### src/rtl/flash_status_pkg.sv
package flash_status_pkg;

    localparam int CLK_MHZ = 20;

    // Least time in ns to whole clock cycles, rounded up, never below one
    function automatic int ns_to_cyc(input int ns);
        int c;
        c = (ns * CLK_MHZ + 999) / 1000;
        return (c < 1) ? 1 : c;
    endfunction : ns_to_cyc

    localparam int T_PRECHARGE_NS = 10;
    localparam int T_ROW_TO_COL_NS = 15;
    localparam int T_READ_ACCESS_NS = 95;
    localparam int T_WRITE_PULSE_NS = 95;
    localparam int T_RESET_LOW_NS = 100;
    localparam int T_RESET_RECOVERY_NS = 300;

    localparam int PRECHARGE_CYC = ns_to_cyc(T_PRECHARGE_NS);
    localparam int ROW_TO_COL_CYC = ns_to_cyc(T_ROW_TO_COL_NS);
    localparam int READ_ACCESS_CYC = ns_to_cyc(T_READ_ACCESS_NS);
    localparam int WRITE_PULSE_CYC = ns_to_cyc(T_WRITE_PULSE_NS);
    localparam int RESET_LOW_CYC = ns_to_cyc(T_RESET_LOW_NS);
    localparam int RESET_RECOVERY_CYC = ns_to_cyc(T_RESET_RECOVERY_NS);

    localparam int CNT_W = 8;
    localparam int ADDR_W = 10;
    localparam int DATA_W = 16;

    localparam logic [7:0] CMD_READ_COMPAT = 8'h70;
    localparam logic [7:0] CMD_READ_EXT = 8'h71;
    localparam logic [7:0] CMD_CLEAR = 8'h50;

    localparam int READY_BIT = 7;
    localparam int SUSPEND_BIT = 6;
    localparam int OP_ERROR_BIT = 5;
    localparam int WRITE_ERROR_BIT = 4;
    localparam int COMPAT_SUPPLY_BIT = 3;
    localparam int BLOCK_SUPPLY_BIT = 2;
    localparam int BLOCK_LEVEL_BIT = 1;

    localparam logic [7:0] COMPAT_MASK = 8'hF8;
    localparam logic [7:0] GLOBAL_MASK = 8'hE0;
    localparam logic [7:0] BLOCK_MASK = 8'hE6;

    typedef enum logic [1:0] {
        OP_READ_COMPAT = 2'h0,
        OP_READ_EXT = 2'h1,
        OP_CLEAR = 2'h2,
        OP_RESET = 2'h3
    } host_op_t;

    typedef struct packed {
        host_op_t op;
        logic ext_block;
        logic [2*ADDR_W-1:0] addr;
    } host_req_t;

    typedef struct packed {
        logic ras_n;
        logic cas_n;
        logic oe_n;
        logic we_n;
    } flash_strobe_t;

    localparam flash_strobe_t STROBE_IDLE = 4'hF;

endpackage : flash_status_pkg

### src/rtl/flash_bus_cycle.sv
`timescale 1ns/10ps
module flash_bus_cycle
    import flash_status_pkg::*;
(
    input wire logic clk_in,
    input wire logic reset_n_in,
    input wire logic start_in,
    input wire logic write_in,
    input wire logic [ADDR_W-1:0] row_in,
    input wire logic [ADDR_W-1:0] col_in,
    input wire logic [DATA_W-1:0] wdata_in,
    input wire logic [DATA_W-1:0] dq_in,
    output flash_strobe_t strobe_out,
    output logic [ADDR_W-1:0] addr_out,
    output logic [DATA_W-1:0] dq_out,
    output logic dq_oe_out,
    output logic [DATA_W-1:0] rdata_out,
    output logic done_out
);

    typedef enum logic [3:0] {
        CY_IDLE = 4'b0001,
        CY_ROW = 4'b0010,
        CY_COL = 4'b0100,
        CY_PRE = 4'b1000
    } cycle_state_t;

    cycle_state_t state_q;
    logic [CNT_W-1:0] cnt_q;
    logic write_q;
    logic [ADDR_W-1:0] col_q;

    always_ff @(posedge clk_in or negedge reset_n_in) begin
        if (!reset_n_in) begin
            state_q <= CY_IDLE;
            cnt_q <= '0;
            write_q <= 1'b0;
            col_q <= '0;
            strobe_out <= STROBE_IDLE;
            addr_out <= '0;
            dq_out <= '0;
            dq_oe_out <= 1'b0;
            rdata_out <= '0;
            done_out <= 1'b0;
        end else begin
            done_out <= 1'b0;
            case (state_q)
                CY_IDLE: begin
                    if (start_in) begin
                        // Row address latched on the RAS falling edge
                        write_q <= write_in;
                        col_q <= col_in;
                        addr_out <= row_in;
                        dq_out <= wdata_in;
                        dq_oe_out <= write_in;
                        strobe_out.ras_n <= 1'b0;
                        cnt_q <= CNT_W'(ROW_TO_COL_CYC);
                        state_q <= CY_ROW;
                    end
                end
                CY_ROW: begin
                    if (cnt_q == CNT_W'(1)) begin
                        addr_out <= col_q;
                        strobe_out.cas_n <= 1'b0;
                        strobe_out.oe_n <= write_q;
                        strobe_out.we_n <= !write_q;
                        cnt_q <= write_q ? CNT_W'(WRITE_PULSE_CYC)
                                         : CNT_W'(READ_ACCESS_CYC);
                        state_q <= CY_COL;
                    end else begin
                        cnt_q <= cnt_q - CNT_W'(1);
                    end
                end
                CY_COL: begin
                    if (cnt_q == CNT_W'(1)) begin
                        // Sample before strobes rise; data is not held past them
                        if (!write_q) begin
                            rdata_out <= dq_in;
                        end
                        strobe_out <= STROBE_IDLE;
                        cnt_q <= CNT_W'(PRECHARGE_CYC);
                        state_q <= CY_PRE;
                    end else begin
                        cnt_q <= cnt_q - CNT_W'(1);
                    end
                end
                CY_PRE: begin
                    dq_oe_out <= 1'b0;
                    if (cnt_q == CNT_W'(1)) begin
                        done_out <= 1'b1;
                        state_q <= CY_IDLE;
                    end else begin
                        cnt_q <= cnt_q - CNT_W'(1);
                    end
                end
                default: begin
                    state_q <= CY_IDLE;
                    strobe_out <= STROBE_IDLE;
                end
            endcase
        end
    end

endmodule : flash_bus_cycle

### src/rtl/flash_status_host.sv
// How it works
// Device reports engine ready in compatible status bit 7.
// Host waits for ready before judging suspend and error bits.
// Device shows erase suspended in compatible status bit 6.
// Device sets erase error bit 5 on failed block erase.
// Both write and erase errors: bad sequence; host clears status.
// Device sets write error bit 4 on failed data write.
// Device sets supply error bit 3 and aborts on supply fault.
// Engine samples supply only after write or erase is accepted.
// Host masks the three reserved low compatible status bits.
// Global status bit 7 reports engine ready.
// Global status bit 6 shows an operation suspended.
// Global status bit 5 flags an unsuccessful operation.
// Host masks the five reserved low global status bits.
// Host waits for completion before checking suspend or error.
// Block status bit 7 shows that block ready.
// Block status bit 6 is one when the block is unlocked.
// Block status bit 5 flags a failed operation on the block.
// Block status bit 2 flags a supply fault abort.
// Block status bit 1 is one at 5 V supply, zero at 12 V.
// Host masks reserved block status bits 4, 3 and 0.
// Host confirms block completion before judging its status.
// Command 70H then a read returns compatible status.
// Command 71H then a read at an address returns extended status.
// Command 50H clears error and supply status bits.
// Reset pin low ends engine work and clears all status.
// Error flags stay set until a clear command or reset.
`timescale 1ns/10ps
module flash_status_host
    import flash_status_pkg::*;
#(
    parameter int MAX_POLL = 1000
) (
    input wire logic clk_in,
    input wire logic reset_n_in,
    input wire logic start_in,
    input host_req_t req_in,
    input wire logic ready_busy_in,
    input wire logic [DATA_W-1:0] dq_in,
    output flash_strobe_t strobe_out,
    output logic powerdown_reset_n_out,
    output logic [ADDR_W-1:0] addr_out,
    output logic [DATA_W-1:0] dq_out,
    output logic dq_oe_out,
    output logic busy_out,
    output logic done_out,
    output logic [7:0] status_out,
    output logic op_error_out,
    output logic supply_error_out,
    output logic suspended_out,
    output logic retry_out,
    output logic timeout_out
);

    typedef enum logic [8:0] {
        M_IDLE = 9'b000000001,
        M_CMD = 9'b000000010,
        M_WAIT = 9'b000000100,
        M_READ = 9'b000001000,
        M_CHECK = 9'b000010000,
        M_CLEAR = 9'b000100000,
        M_RESET = 9'b001000000,
        M_RECOVER = 9'b010000000,
        M_DONE = 9'b100000000
    } host_state_t;

    localparam int POLL_W = $clog2(MAX_POLL + 1);

    host_state_t state_q;
    host_req_t req_q;
    logic cy_start_q;
    logic cy_write_q;
    logic [7:0] cmd_q;
    logic [POLL_W-1:0] poll_q;
    logic [CNT_W-1:0] cnt_q;
    logic [ADDR_W-1:0] row_q;
    logic [ADDR_W-1:0] col_q;
    logic cy_done;
    logic [DATA_W-1:0] cy_rdata;
    logic [7:0] raw;
    logic [7:0] mask;
    logic poll_limit;

    assign raw = cy_rdata[7:0];
    assign poll_limit = (poll_q == POLL_W'(MAX_POLL));

    // Reserved bits are never passed on or judged
    always_comb begin
        if (req_q.op == OP_READ_COMPAT) begin
            mask = COMPAT_MASK;
        end else if (req_q.ext_block) begin
            mask = BLOCK_MASK;
        end else begin
            mask = GLOBAL_MASK;
        end
    end

    flash_bus_cycle u_cycle (
        .clk_in(clk_in),
        .reset_n_in(reset_n_in),
        .start_in(cy_start_q),
        .write_in(cy_write_q),
        .row_in(row_q),
        .col_in(col_q),
        .wdata_in({8'h00, cmd_q}),
        .dq_in(dq_in),
        .strobe_out(strobe_out),
        .addr_out(addr_out),
        .dq_out(dq_out),
        .dq_oe_out(dq_oe_out),
        .rdata_out(cy_rdata),
        .done_out(cy_done)
    );

    always_ff @(posedge clk_in or negedge reset_n_in) begin
        if (!reset_n_in) begin
            state_q <= M_IDLE;
            req_q <= '0;
            cy_start_q <= 1'b0;
            cy_write_q <= 1'b0;
            cmd_q <= '0;
            poll_q <= '0;
            cnt_q <= '0;
            row_q <= '0;
            col_q <= '0;
            powerdown_reset_n_out <= 1'b1;
            busy_out <= 1'b0;
            done_out <= 1'b0;
            status_out <= '0;
            op_error_out <= 1'b0;
            supply_error_out <= 1'b0;
            suspended_out <= 1'b0;
            retry_out <= 1'b0;
            timeout_out <= 1'b0;
        end else begin
            cy_start_q <= 1'b0;
            done_out <= 1'b0;
            case (state_q)
                M_IDLE: begin
                    if (start_in) begin
                        req_q <= req_in;
                        busy_out <= 1'b1;
                        poll_q <= '0;
                        retry_out <= 1'b0;
                        timeout_out <= 1'b0;
                        row_q <= '0;
                        col_q <= '0;
                        cy_write_q <= 1'b1;
                        case (req_in.op)
                            OP_READ_COMPAT: cmd_q <= CMD_READ_COMPAT;
                            OP_READ_EXT: cmd_q <= CMD_READ_EXT;
                            default: cmd_q <= CMD_CLEAR;
                        endcase
                        if (req_in.op == OP_RESET) begin
                            powerdown_reset_n_out <= 1'b0;
                            cnt_q <= CNT_W'(RESET_LOW_CYC);
                            state_q <= M_RESET;
                        end else begin
                            cy_start_q <= 1'b1;
                            state_q <= M_CMD;
                        end
                    end
                end
                M_CMD: begin
                    if (cy_done) begin
                        state_q <= (req_q.op == OP_CLEAR) ? M_DONE : M_WAIT;
                    end
                end
                M_WAIT: begin
                    // Pin released means ready or suspended; bit 7 decides
                    if (ready_busy_in) begin
                        cy_write_q <= 1'b0;
                        if (req_q.op == OP_READ_EXT) begin
                            row_q <= req_q.addr[2*ADDR_W-1:ADDR_W];
                            col_q <= req_q.addr[ADDR_W-1:0];
                        end
                        cy_start_q <= 1'b1;
                        state_q <= M_READ;
                    end else if (poll_limit) begin
                        timeout_out <= 1'b1;
                        state_q <= M_DONE;
                    end else begin
                        poll_q <= poll_q + POLL_W'(1);
                    end
                end
                M_READ: begin
                    if (cy_done) begin
                        state_q <= M_CHECK;
                    end
                end
                M_CHECK: begin
                    if (!raw[READY_BIT]) begin
                        // Status stays selected, so only the read repeats
                        if (poll_limit) begin
                            timeout_out <= 1'b1;
                            state_q <= M_DONE;
                        end else begin
                            poll_q <= poll_q + POLL_W'(1);
                            cy_start_q <= 1'b1;
                            state_q <= M_READ;
                        end
                    end else begin
                        status_out <= raw & mask;
                        suspended_out <= !req_q.ext_block
                            && raw[SUSPEND_BIT];
                        if (req_q.op == OP_READ_COMPAT) begin
                            op_error_out <= raw[OP_ERROR_BIT]
                                || raw[WRITE_ERROR_BIT];
                            supply_error_out <= raw[COMPAT_SUPPLY_BIT];
                        end else begin
                            op_error_out <= raw[OP_ERROR_BIT];
                            supply_error_out <= req_q.ext_block
                                && raw[BLOCK_SUPPLY_BIT];
                        end
                        if (req_q.op == OP_READ_COMPAT && raw[OP_ERROR_BIT]
                            && raw[WRITE_ERROR_BIT]) begin
                            // Sequence error: clear so the caller can retry
                            retry_out <= 1'b1;
                            cmd_q <= CMD_CLEAR;
                            cy_write_q <= 1'b1;
                            row_q <= '0;
                            col_q <= '0;
                            cy_start_q <= 1'b1;
                            state_q <= M_CLEAR;
                        end else begin
                            state_q <= M_DONE;
                        end
                    end
                end
                M_CLEAR: begin
                    if (cy_done) begin
                        state_q <= M_DONE;
                    end
                end
                M_RESET: begin
                    if (cnt_q == CNT_W'(1)) begin
                        powerdown_reset_n_out <= 1'b1;
                        cnt_q <= CNT_W'(RESET_RECOVERY_CYC);
                        state_q <= M_RECOVER;
                    end else begin
                        cnt_q <= cnt_q - CNT_W'(1);
                    end
                end
                M_RECOVER: begin
                    if (cnt_q == CNT_W'(1)) begin
                        // Device status is all clear after the pulse
                        status_out <= '0;
                        op_error_out <= 1'b0;
                        supply_error_out <= 1'b0;
                        suspended_out <= 1'b0;
                        state_q <= M_DONE;
                    end else begin
                        cnt_q <= cnt_q - CNT_W'(1);
                    end
                end
                M_DONE: begin
                    done_out <= 1'b1;
                    busy_out <= 1'b0;
                    state_q <= M_IDLE;
                end
                default: begin
                    state_q <= M_IDLE;
                    powerdown_reset_n_out <= 1'b1;
                    busy_out <= 1'b0;
                end
            endcase
        end
    end

endmodule : flash_status_host

### config.mk
export PLATFORM = sky130hd
export DESIGN_NAME = flash_status_host
export DESIGN_NICKNAME = d
export VERILOG_FILES = /design/src/rtl/flash_status_pkg.sv /design/src/rtl/flash_bus_cycle.sv /design/src/rtl/flash_status_host.sv
export SDC_FILE = /design/constraint.sdc
export NUM_CORES = 1
export LEC_CHECK = 0
export BUFFER_PORTS_ARGS = -buffer_cell sky130_fd_sc_hd__buf_4
export CORE_UTILIZATION = 62
export CTS_CLUSTER_SIZE = 28
export DETAILED_ROUTE_END_ITERATION = 10
export PLACE_DENSITY = 0.85
export REMOVE_ABC_BUFFERS = 1
export SYNTH_ARGS = -nofsm -noshare
export SYNTH_HDL_FRONTEND = slang
export SYNTH_SLANG_ARGS = --single-unit
### constraint.sdc
create_clock -name clk_in -period 3.8 [get_ports clk_in]
set_clock_uncertainty 0.15 [all_clocks]
set_input_delay 0.19 -clock clk_in [delete_from_list [all_inputs] [get_ports clk_in]]
set_output_delay 0.19 -clock clk_in [all_outputs]
set_load 0.01 [all_outputs]
==> out/results.tsv, run 1 <==
stage	metric	value	unit
cts	post-CTS setup buffers	0	
cells_and_area	P&R area growth vs syn	21.9	%
timing	worst setup margin	0.886	ns
timing	Setup-failing EPs final	0	
global_route	initial antenna violation count	0	
die	Initial Util	64.4	%
critical_path	CP arrival	3.24	ns
pwr	Leak	3.85	nW
job	Max-cap violations	0	
detailed_routing	Post-DRT Antenna Nets	0	
logic_synthesis	Syn Area/Cell	10.1	um^2
die	Chip Height	106	um
logic_synthesis	#FFs+latches synth	139	
detailed_routing	Vias	5658	
cells_and_area	Final Util	78.5	%
cts	clock root buffer	clkbuf_8	
cts	Clock transition at path regs	0.06	ns
detailed_routing	drt pass-1 iters	5	
global_route	first-pass GRT wire length	27300	um
pwr	Net Sw Frac	36.2	%
cts	clk buf depth	2	
pwr	power density cells	656	mW/mm^2
cts	Clock Latency Late Sink	0.53	ns
logic_synthesis	synth warn	0	
cells_and_area	ANT cells	0	
place	Final HPWL DP	10200	um
logic_synthesis	Mapped Area	0.00668	mm^2
die	Core Footprint	0.0104	mm^2
global_route	largest net degree at the start of global routing	116	
global_route	gr ovfl total	0	
die	DIE AREA	0.0112	mm^2
pwr	Clock Power Share	29.4	%
timing	Final min period	2.91	ns
detailed_routing	wire length per cell	18.3	um
global_route	vias in the first global route	5591	
logic_synthesis	synthesized instance count	660	
timing	max-slew violation count	0	
min_path	worst hold path class	in -> async	
place	Placed Area	0.00725	mm^2
global_route	Total GRT Usage	31.7	%
logic_synthesis	Top FF cell, synth	dfrtp_1	
detailed_routing	DR iter-0 viols	484	
timing	Final Hold Fails	0	
cells_and_area	# fillers	640	
logic_synthesis	Post-synth EDFFs	0	
pwr	Internal	3.41	mW
outcome	outcome	completed	
cells_and_area	commonest non-fill, non-tap cells in the layout	dfrtp_1, nand2_1, buf_4, nor2_1, dlygate4sd3_1	
logic_synthesis	asr flop ratio synth	100	%
cts	CTS tree	built	
timing	highest clock rate	0.343	GHz
cells_and_area	Multi-input gate area	0.00295	mm^2
timing	Worst Tran Pin Value	1.03	ns
detailed_routing	total wire length	16600	um
critical_path	CP startpoint kind	flip-flop	
logic_synthesis	register area share after synthesis	52.2	%
timing	setup TNS	0	ns
pwr	Max VDD drop	408	uV
cells_and_area	Final nets	804	
die	Die Wd	106	um
cells_and_area	final non-filler cell area	0.00814	mm^2
critical_path	Req. time, crit path	4.12	ns
timing	worst hold slack	0.177	ns
cells_and_area	non-filler cells, final	903	
cells_and_area	most common cell after layout, fill and taps aside	dfrtp_1	
detailed_routing	Via density	6.27	
critical_path	Crit Path Class	reg -> reg	
logic_synthesis	Unique masters post-synth	69	
pwr	Seq pwr share	40.0	%
critical_path	CP Max Fanout	18	
place	worst slack at placement	1.03	ns
cts	clock sinks	139	
cells_and_area	share of post-route cells with drive strength above 1	21.0	%
pwr	net switching power	1.93	mW
cells_and_area	Seq. cell area	0.00349	mm^2
timing	ratio of final minimum period to clock period	76.7	%
detailed_routing	drt drc	0	
die	Row Count	37	
cts	# H-tree levels	4	
timing	RSZ-0062 raised after global routing	false	
cts	post-CTS resize count	0	
pwr	Final Power	5.34	mW
place	dpl cells	839	
place	port bufs	67	
critical_path	Setup crit end kind	flip-flop	
die	# IOs	90	
place	GPL Wtd Cong	0.935	
timing	Slew headroom	31.4	%
cts	CTS Buf Count	17	
pwr	Combinational Power Share	30.5	%
## timing repair
action	in CTS	in global routing
hold buffers	33	0
endpoints found under the hold margin	150	0
setup endpoints to repair	0	0
## worst max-delay path, cell delays in order (launching register included)
cell and delay, ns:
dfrtp_1 0.52, nor4_2 0.58, nand4_1 0.79, buf_4 0.50
nor2_1 0.15, a22o_1 0.16
## Yosys cell counts (7+ instances only)
library cell | number | area share (%)
dfrtp_1 | 132 | 49
nand2_1 | 124 | 7.0
nor2_1 | 39 | 2.2
a22o_1 | 29 | 3.8
mux2_2 | 25 | 4.2
a21oi_1 | 21 | 1.6
clkbuf_1 | 20 | 1.1
inv_1 | 17 | 0.96
o21ai_0 | 15 | 1.1
a31oi_1 | 14 | 1.3
buf_4 | 14 | 1.6
nand3_1 | 12 | 0.90
nor3_1 | 12 | 0.90
buf_2 | 11 | 0.82
nor2b_1 | 10 | 0.94
nand2b_1 | 9 | 0.84
a21o_1 | 8 | 0.90
nand4_1 | 8 | 0.75
a211oi_1 | 7 | 0.79
dfstp_2 | 7 | 2.8
nor4_1 | 7 | 0.66
xnor2_1 | 7 | 0.92
## flip-flops by register name, indices dropped and copies added (netlist names), 3 cells and up
name,cells
req_q,23
col_q,10
poll_q,10
row_q,10
u_cycle.addr_out,10
u_cycle.col_q,10
state_q,9
cnt_q,8
u_cycle.cnt_q,8
status_out,7
u_cycle.rdata_out,7
u_cycle.state_q,4
u_cycle.strobe_out,4
cmd_q,3
u_cycle.dq_out,3
## worst paths after layout
kind                                        start                             end  slack [ns]  cells past startpoint
max in group asynchronous              reset_n_in    u_cycle.col_q[5]$_DFFE_PN0P_        2.32                      3
setup / recovery           state_q[8]$_DFFE_PN0P_            cmd_q[0]$_DFFE_PN0P_        0.89                      5
hold reg to reg              cmd_q[4]$_DFFE_PN0P_            cmd_q[4]$_DFFE_PN0P_        0.32                      1
setup reg to reg           state_q[8]$_DFFE_PN0P_            cmd_q[0]$_DFFE_PN0P_        0.89                      5
min in group clk_in                    req_in[11]           req_q[11]$_DFFE_PN0P_        0.25                      4
hold / removal                         reset_n_in  u_cycle.state_q[2]$_DFFE_PN0P_        0.18                      2
## kinds of logic after synthesis
group	synth area share, %
other	0.0561
muxes	5.11
AOI/OAI and AO/OA	15.4
and+or+nand+nor	20.4
DFF	52.2
xor gates and xnor gates	1.05
adders and majority gates	1.12
buffers and inverters	4.59
## layer usage
metal / vias up / track usage [%] / part of all wire [%]
li1: 2527 / - / -
met1: 2798 / 39.3 / 39
met2: 275 / 52.5 / 51
met3: 58 / 6.68 / 6.2
met4: 0 / 16.3 / 3.4
met5: - / 0 / 0
## power by group through the flow
| stage | clock network [mW] | logic (mW) | registers [mW] |
|---|---|---|---|
| 3_3_place_gp | 0 | 1.49 | 2.11 |
| 2_1_floorplan | 0 | 0.974 | 2.10 |
| 4_1_cts | 1.58 | 1.60 | 2.12 |
| 3_5_place_dp | 0 | 1.56 | 2.14 |
| 5_1_grt | 1.65 | 1.79 | 2.17 |
| 6_report | 1.57 | 1.63 | 2.14 |
## cell type report
cell class / instances / share of cell area [%]
sequential: 139 / 42.8
inverter: 18 / 0.830
timing repair buffer: 110 / 11.2
clock buffer: 17 / 5.09
multi-input combinational: 469 / 36.2
clock inverter: 14 / 1.80
tap: 136 / 2.09
No activity file was read; power rests on OpenSTA's default activity.
==> inputs of run 2 (changes only) <==
Settings changed: CORE_UTILIZATION 62 to 52, PLACE_DENSITY 0.85 to 0.76.
Clock period 3.8 ns to 2.5 ns, I/O delays scaled along.
==> out/results.tsv, run 2 (synthesized netlist as in run 1, its figures left out) <==
stage	metric	value	unit	change
die	# IOs	90		unchanged
cells_and_area	commonest non-fill, non-tap cells in the layout	dfrtp_1, nand2_1, buf_4, nor2_1, dlygate4sd3_1		
cells_and_area	Final nets	830		+3.2%
critical_path	Setup crit end kind	flip-flop		
pwr	Leak	3.99	nW	+3.8%
pwr	power density cells	995	mW/mm^2	+52%
timing	highest clock rate	0.415	GHz	+21%
timing	Slew headroom	56.3	%	+25 points
cts	# H-tree levels	4		unchanged
timing	RSZ-0062 raised after global routing	true		
cells_and_area	max FFs per register	23		unchanged
global_route	most used routing layer	met2		
die	Die Wd	115	um	+9.0%
detailed_routing	Vias	5499		-2.8%
die	DIE AREA	0.0133	mm^2	+19%
outcome	outcome	completed		
critical_path	R2R setup slack	0.09	ns	-0.79 ns
die	Core Footprint	0.0126	mm^2	+21%
timing	worst hold slack	0.113	ns	-0.0633 ns
critical_path	Req. time, crit path	2.70	ns	-1.42 ns
detailed_routing	total wire length	16200	um	-2.4%
cells_and_area	most common cell after layout, fill and taps aside	dfrtp_1		
global_route	gr ovfl total	0		unchanged
global_route	met2 usage	43.3	%	-9.2 points
cts	CTS Buf Count	17		unchanged
place	Placed Area	0.00752	mm^2	+3.7%
cells_and_area	final non-filler cell area	0.00845	mm^2	+3.8%
cts	Clock Latency Late Sink	0.43	ns	-0.10 ns
timing	Setup-failing EPs final	0		unchanged
cells_and_area	non-filler cells, final	966		+7.0%
critical_path	reg2reg end	powerdown_reset_n_out$_DFFE_PN1P_		
critical_path	CP Depth	5		unchanged
detailed_routing	drt pass-1 iters	5		unchanged
cts	CTS tree	built		
cells_and_area	Final Util	67.3	%	-11 points
timing	Final Hold Fails	0		unchanged
cts	clock root buffer	clkbuf_16		
timing	ratio of final minimum period to clock period	96.3	%	+20 points
place	Final HPWL DP	10700	um	+4.5%
cts	clk buf depth	2		unchanged
place	GPL Wtd Cong	0.896		-4.2%
critical_path	CP Max Fanout	12		-6
critical_path	CP startpoint kind	flip-flop		
global_route	GRT met1 Usage	32.5	%	-6.8 points
global_route	met3 usage	5.80	%	-0.88 points
detailed_routing	Via density	5.69		-9.1%
critical_path	cell family with most CP delay	simple AND/OR/NAND/NOR gates		
place	dpl cells	901		+7.4%
global_route	vias in the first global route	5328		-4.7%
detailed_routing	drt drc	0		unchanged
place	port bufs	67		unchanged
timing	Worst Tran Pin Value	0.653	ns	-0.376 ns
global_route	largest net degree at the start of global routing	61		-47%
cts	post-CTS setup buffers	0		unchanged
global_route	initial antenna violation count	0		unchanged
critical_path	CP arrival	2.60	ns	-0.64 ns
cts	clock sinks	139		unchanged
timing	setup TNS	0	ns	unchanged
critical_path	worst reg2reg path depth	5		unchanged
job	Max-cap violations	0		unchanged
timing	worst setup margin	0.0920	ns	-0.794 ns
min_path	worst hold path class	in -> async		
die	Chip Height	115	um	+9.0%
critical_path	crit-path cells	nor4_1, and4bb_2, a2111oi_2, or4_1, a22o_1		
critical_path	Max stage delay on crit path	0.53	ns	-0.26 ns
global_route	Total GRT Usage	25.9	%	-5.7 points
detailed_routing	Post-DRT Antenna Nets	0		unchanged
critical_path	Worst path slowest cell	or4_1		
critical_path	worst r2r src	cnt_q[3]$_DFFE_PN0P_		
place	worst slack at placement	0.131	ns	-0.899 ns
critical_path	buffers and inverters on the worst path	0		-1
detailed_routing	wire length per cell	16.7	um	-8.8%
timing	max-slew violation count	0		unchanged
critical_path	Critical Path Source	cnt_q[3]$_DFFE_PN0P_		
critical_path	Crit Path Class	reg -> reg		
cells_and_area	share of post-route cells with drive strength above 1	23.8	%	+2.8 points
pwr	Final Power	8.41	mW	+57%
global_route	first-pass GRT wire length	26400	um	-3.4%
cells_and_area	P&R area growth vs syn	26.5	%	
cells_and_area	register with the most flip-flops	req_q		
cts	Clock transition at path regs	0.06	ns	about the same
die	Row Count	41		+11%
critical_path	Worst setup endpoint	powerdown_reset_n_out$_DFFE_PN1P_		
pwr	Max VDD drop	612	uV	+50%
cells_and_area	ANT cells	0		unchanged
detailed_routing	DR iter-0 viols	396		-18%
timing	Final min period	2.41	ns	-0.506 ns
die	Initial Util	53.2	%	-11 points
[run 2: area by class of cell]
class | instances | area, um^2
Fill cell | 941 | 4120
Sequential cell | 139 | 3490
Multi-Input combinational cell | 469 | 2950
Timing Repair Buffer | 136 | 1130
Clock buffer | 18 | 439
Tap cell | 172 | 215
Clock inverter | 14 | 159
Inverter | 18 | 67.6
[run 2: routing by layer]
metal | part of all wire (%) | wire [um]
met1 | 43 | 6960
met2 | 51 | 8250
met3 | 4.1 | 664
met4 | 1.8 | 290
met5 | 0 | 0
[run 2: worst register-to-register path, delay by kind of cell, from the launching register on]
family | cells | cell delay [ns]
AND/OR/NAND/NOR | 3 | 1.41
flip-flops | 1 | 0.41
AO/OA/AOI/OAI | 2 | 0.36
[run 2: power by group]
| group | switching [mW] | internal (mW) | leakage (nW) |
|---|---|---|---|
| clock | 1.02 | 1.51 | 0.281 |
| sequential | 0.443 | 2.78 | 1.82 |
| combinational | 1.51 | 1.14 | 1.89 |
[run 2: worst min-delay path by stage]
| stage | slack [ns] | endpoint | depth (start not counted) |
|---|---|---|---|
| 2_1_floorplan | -0.32 | busy_out$_DFFE_PN0P_ | 0 |
| 5_1_grt | 0.15 | u_cycle.cnt_q[6]$_DFFE_PN0P_ | 2 |
| 6_report | 0.11 | u_cycle.cnt_q[6]$_DFFE_PN0P_ | 2 |
| 3_5_place_dp | -0.01 | u_cycle.state_q[3]$_DFFE_PN0P_ | 1 |
| 4_1_cts | 0.12 | u_cycle.dq_out[5]$_DFFE_PN0P_ | 2 |
| 3_3_place_gp | -0.02 | u_cycle.state_q[3]$_DFFE_PN0P_ | 1 |
[run 2: timing repair]
item,in CTS,in global routing
hold buffers,33,0
setup endpoints to repair,0,6
resized for setup,0,1
hold endpoints to repair,137,0
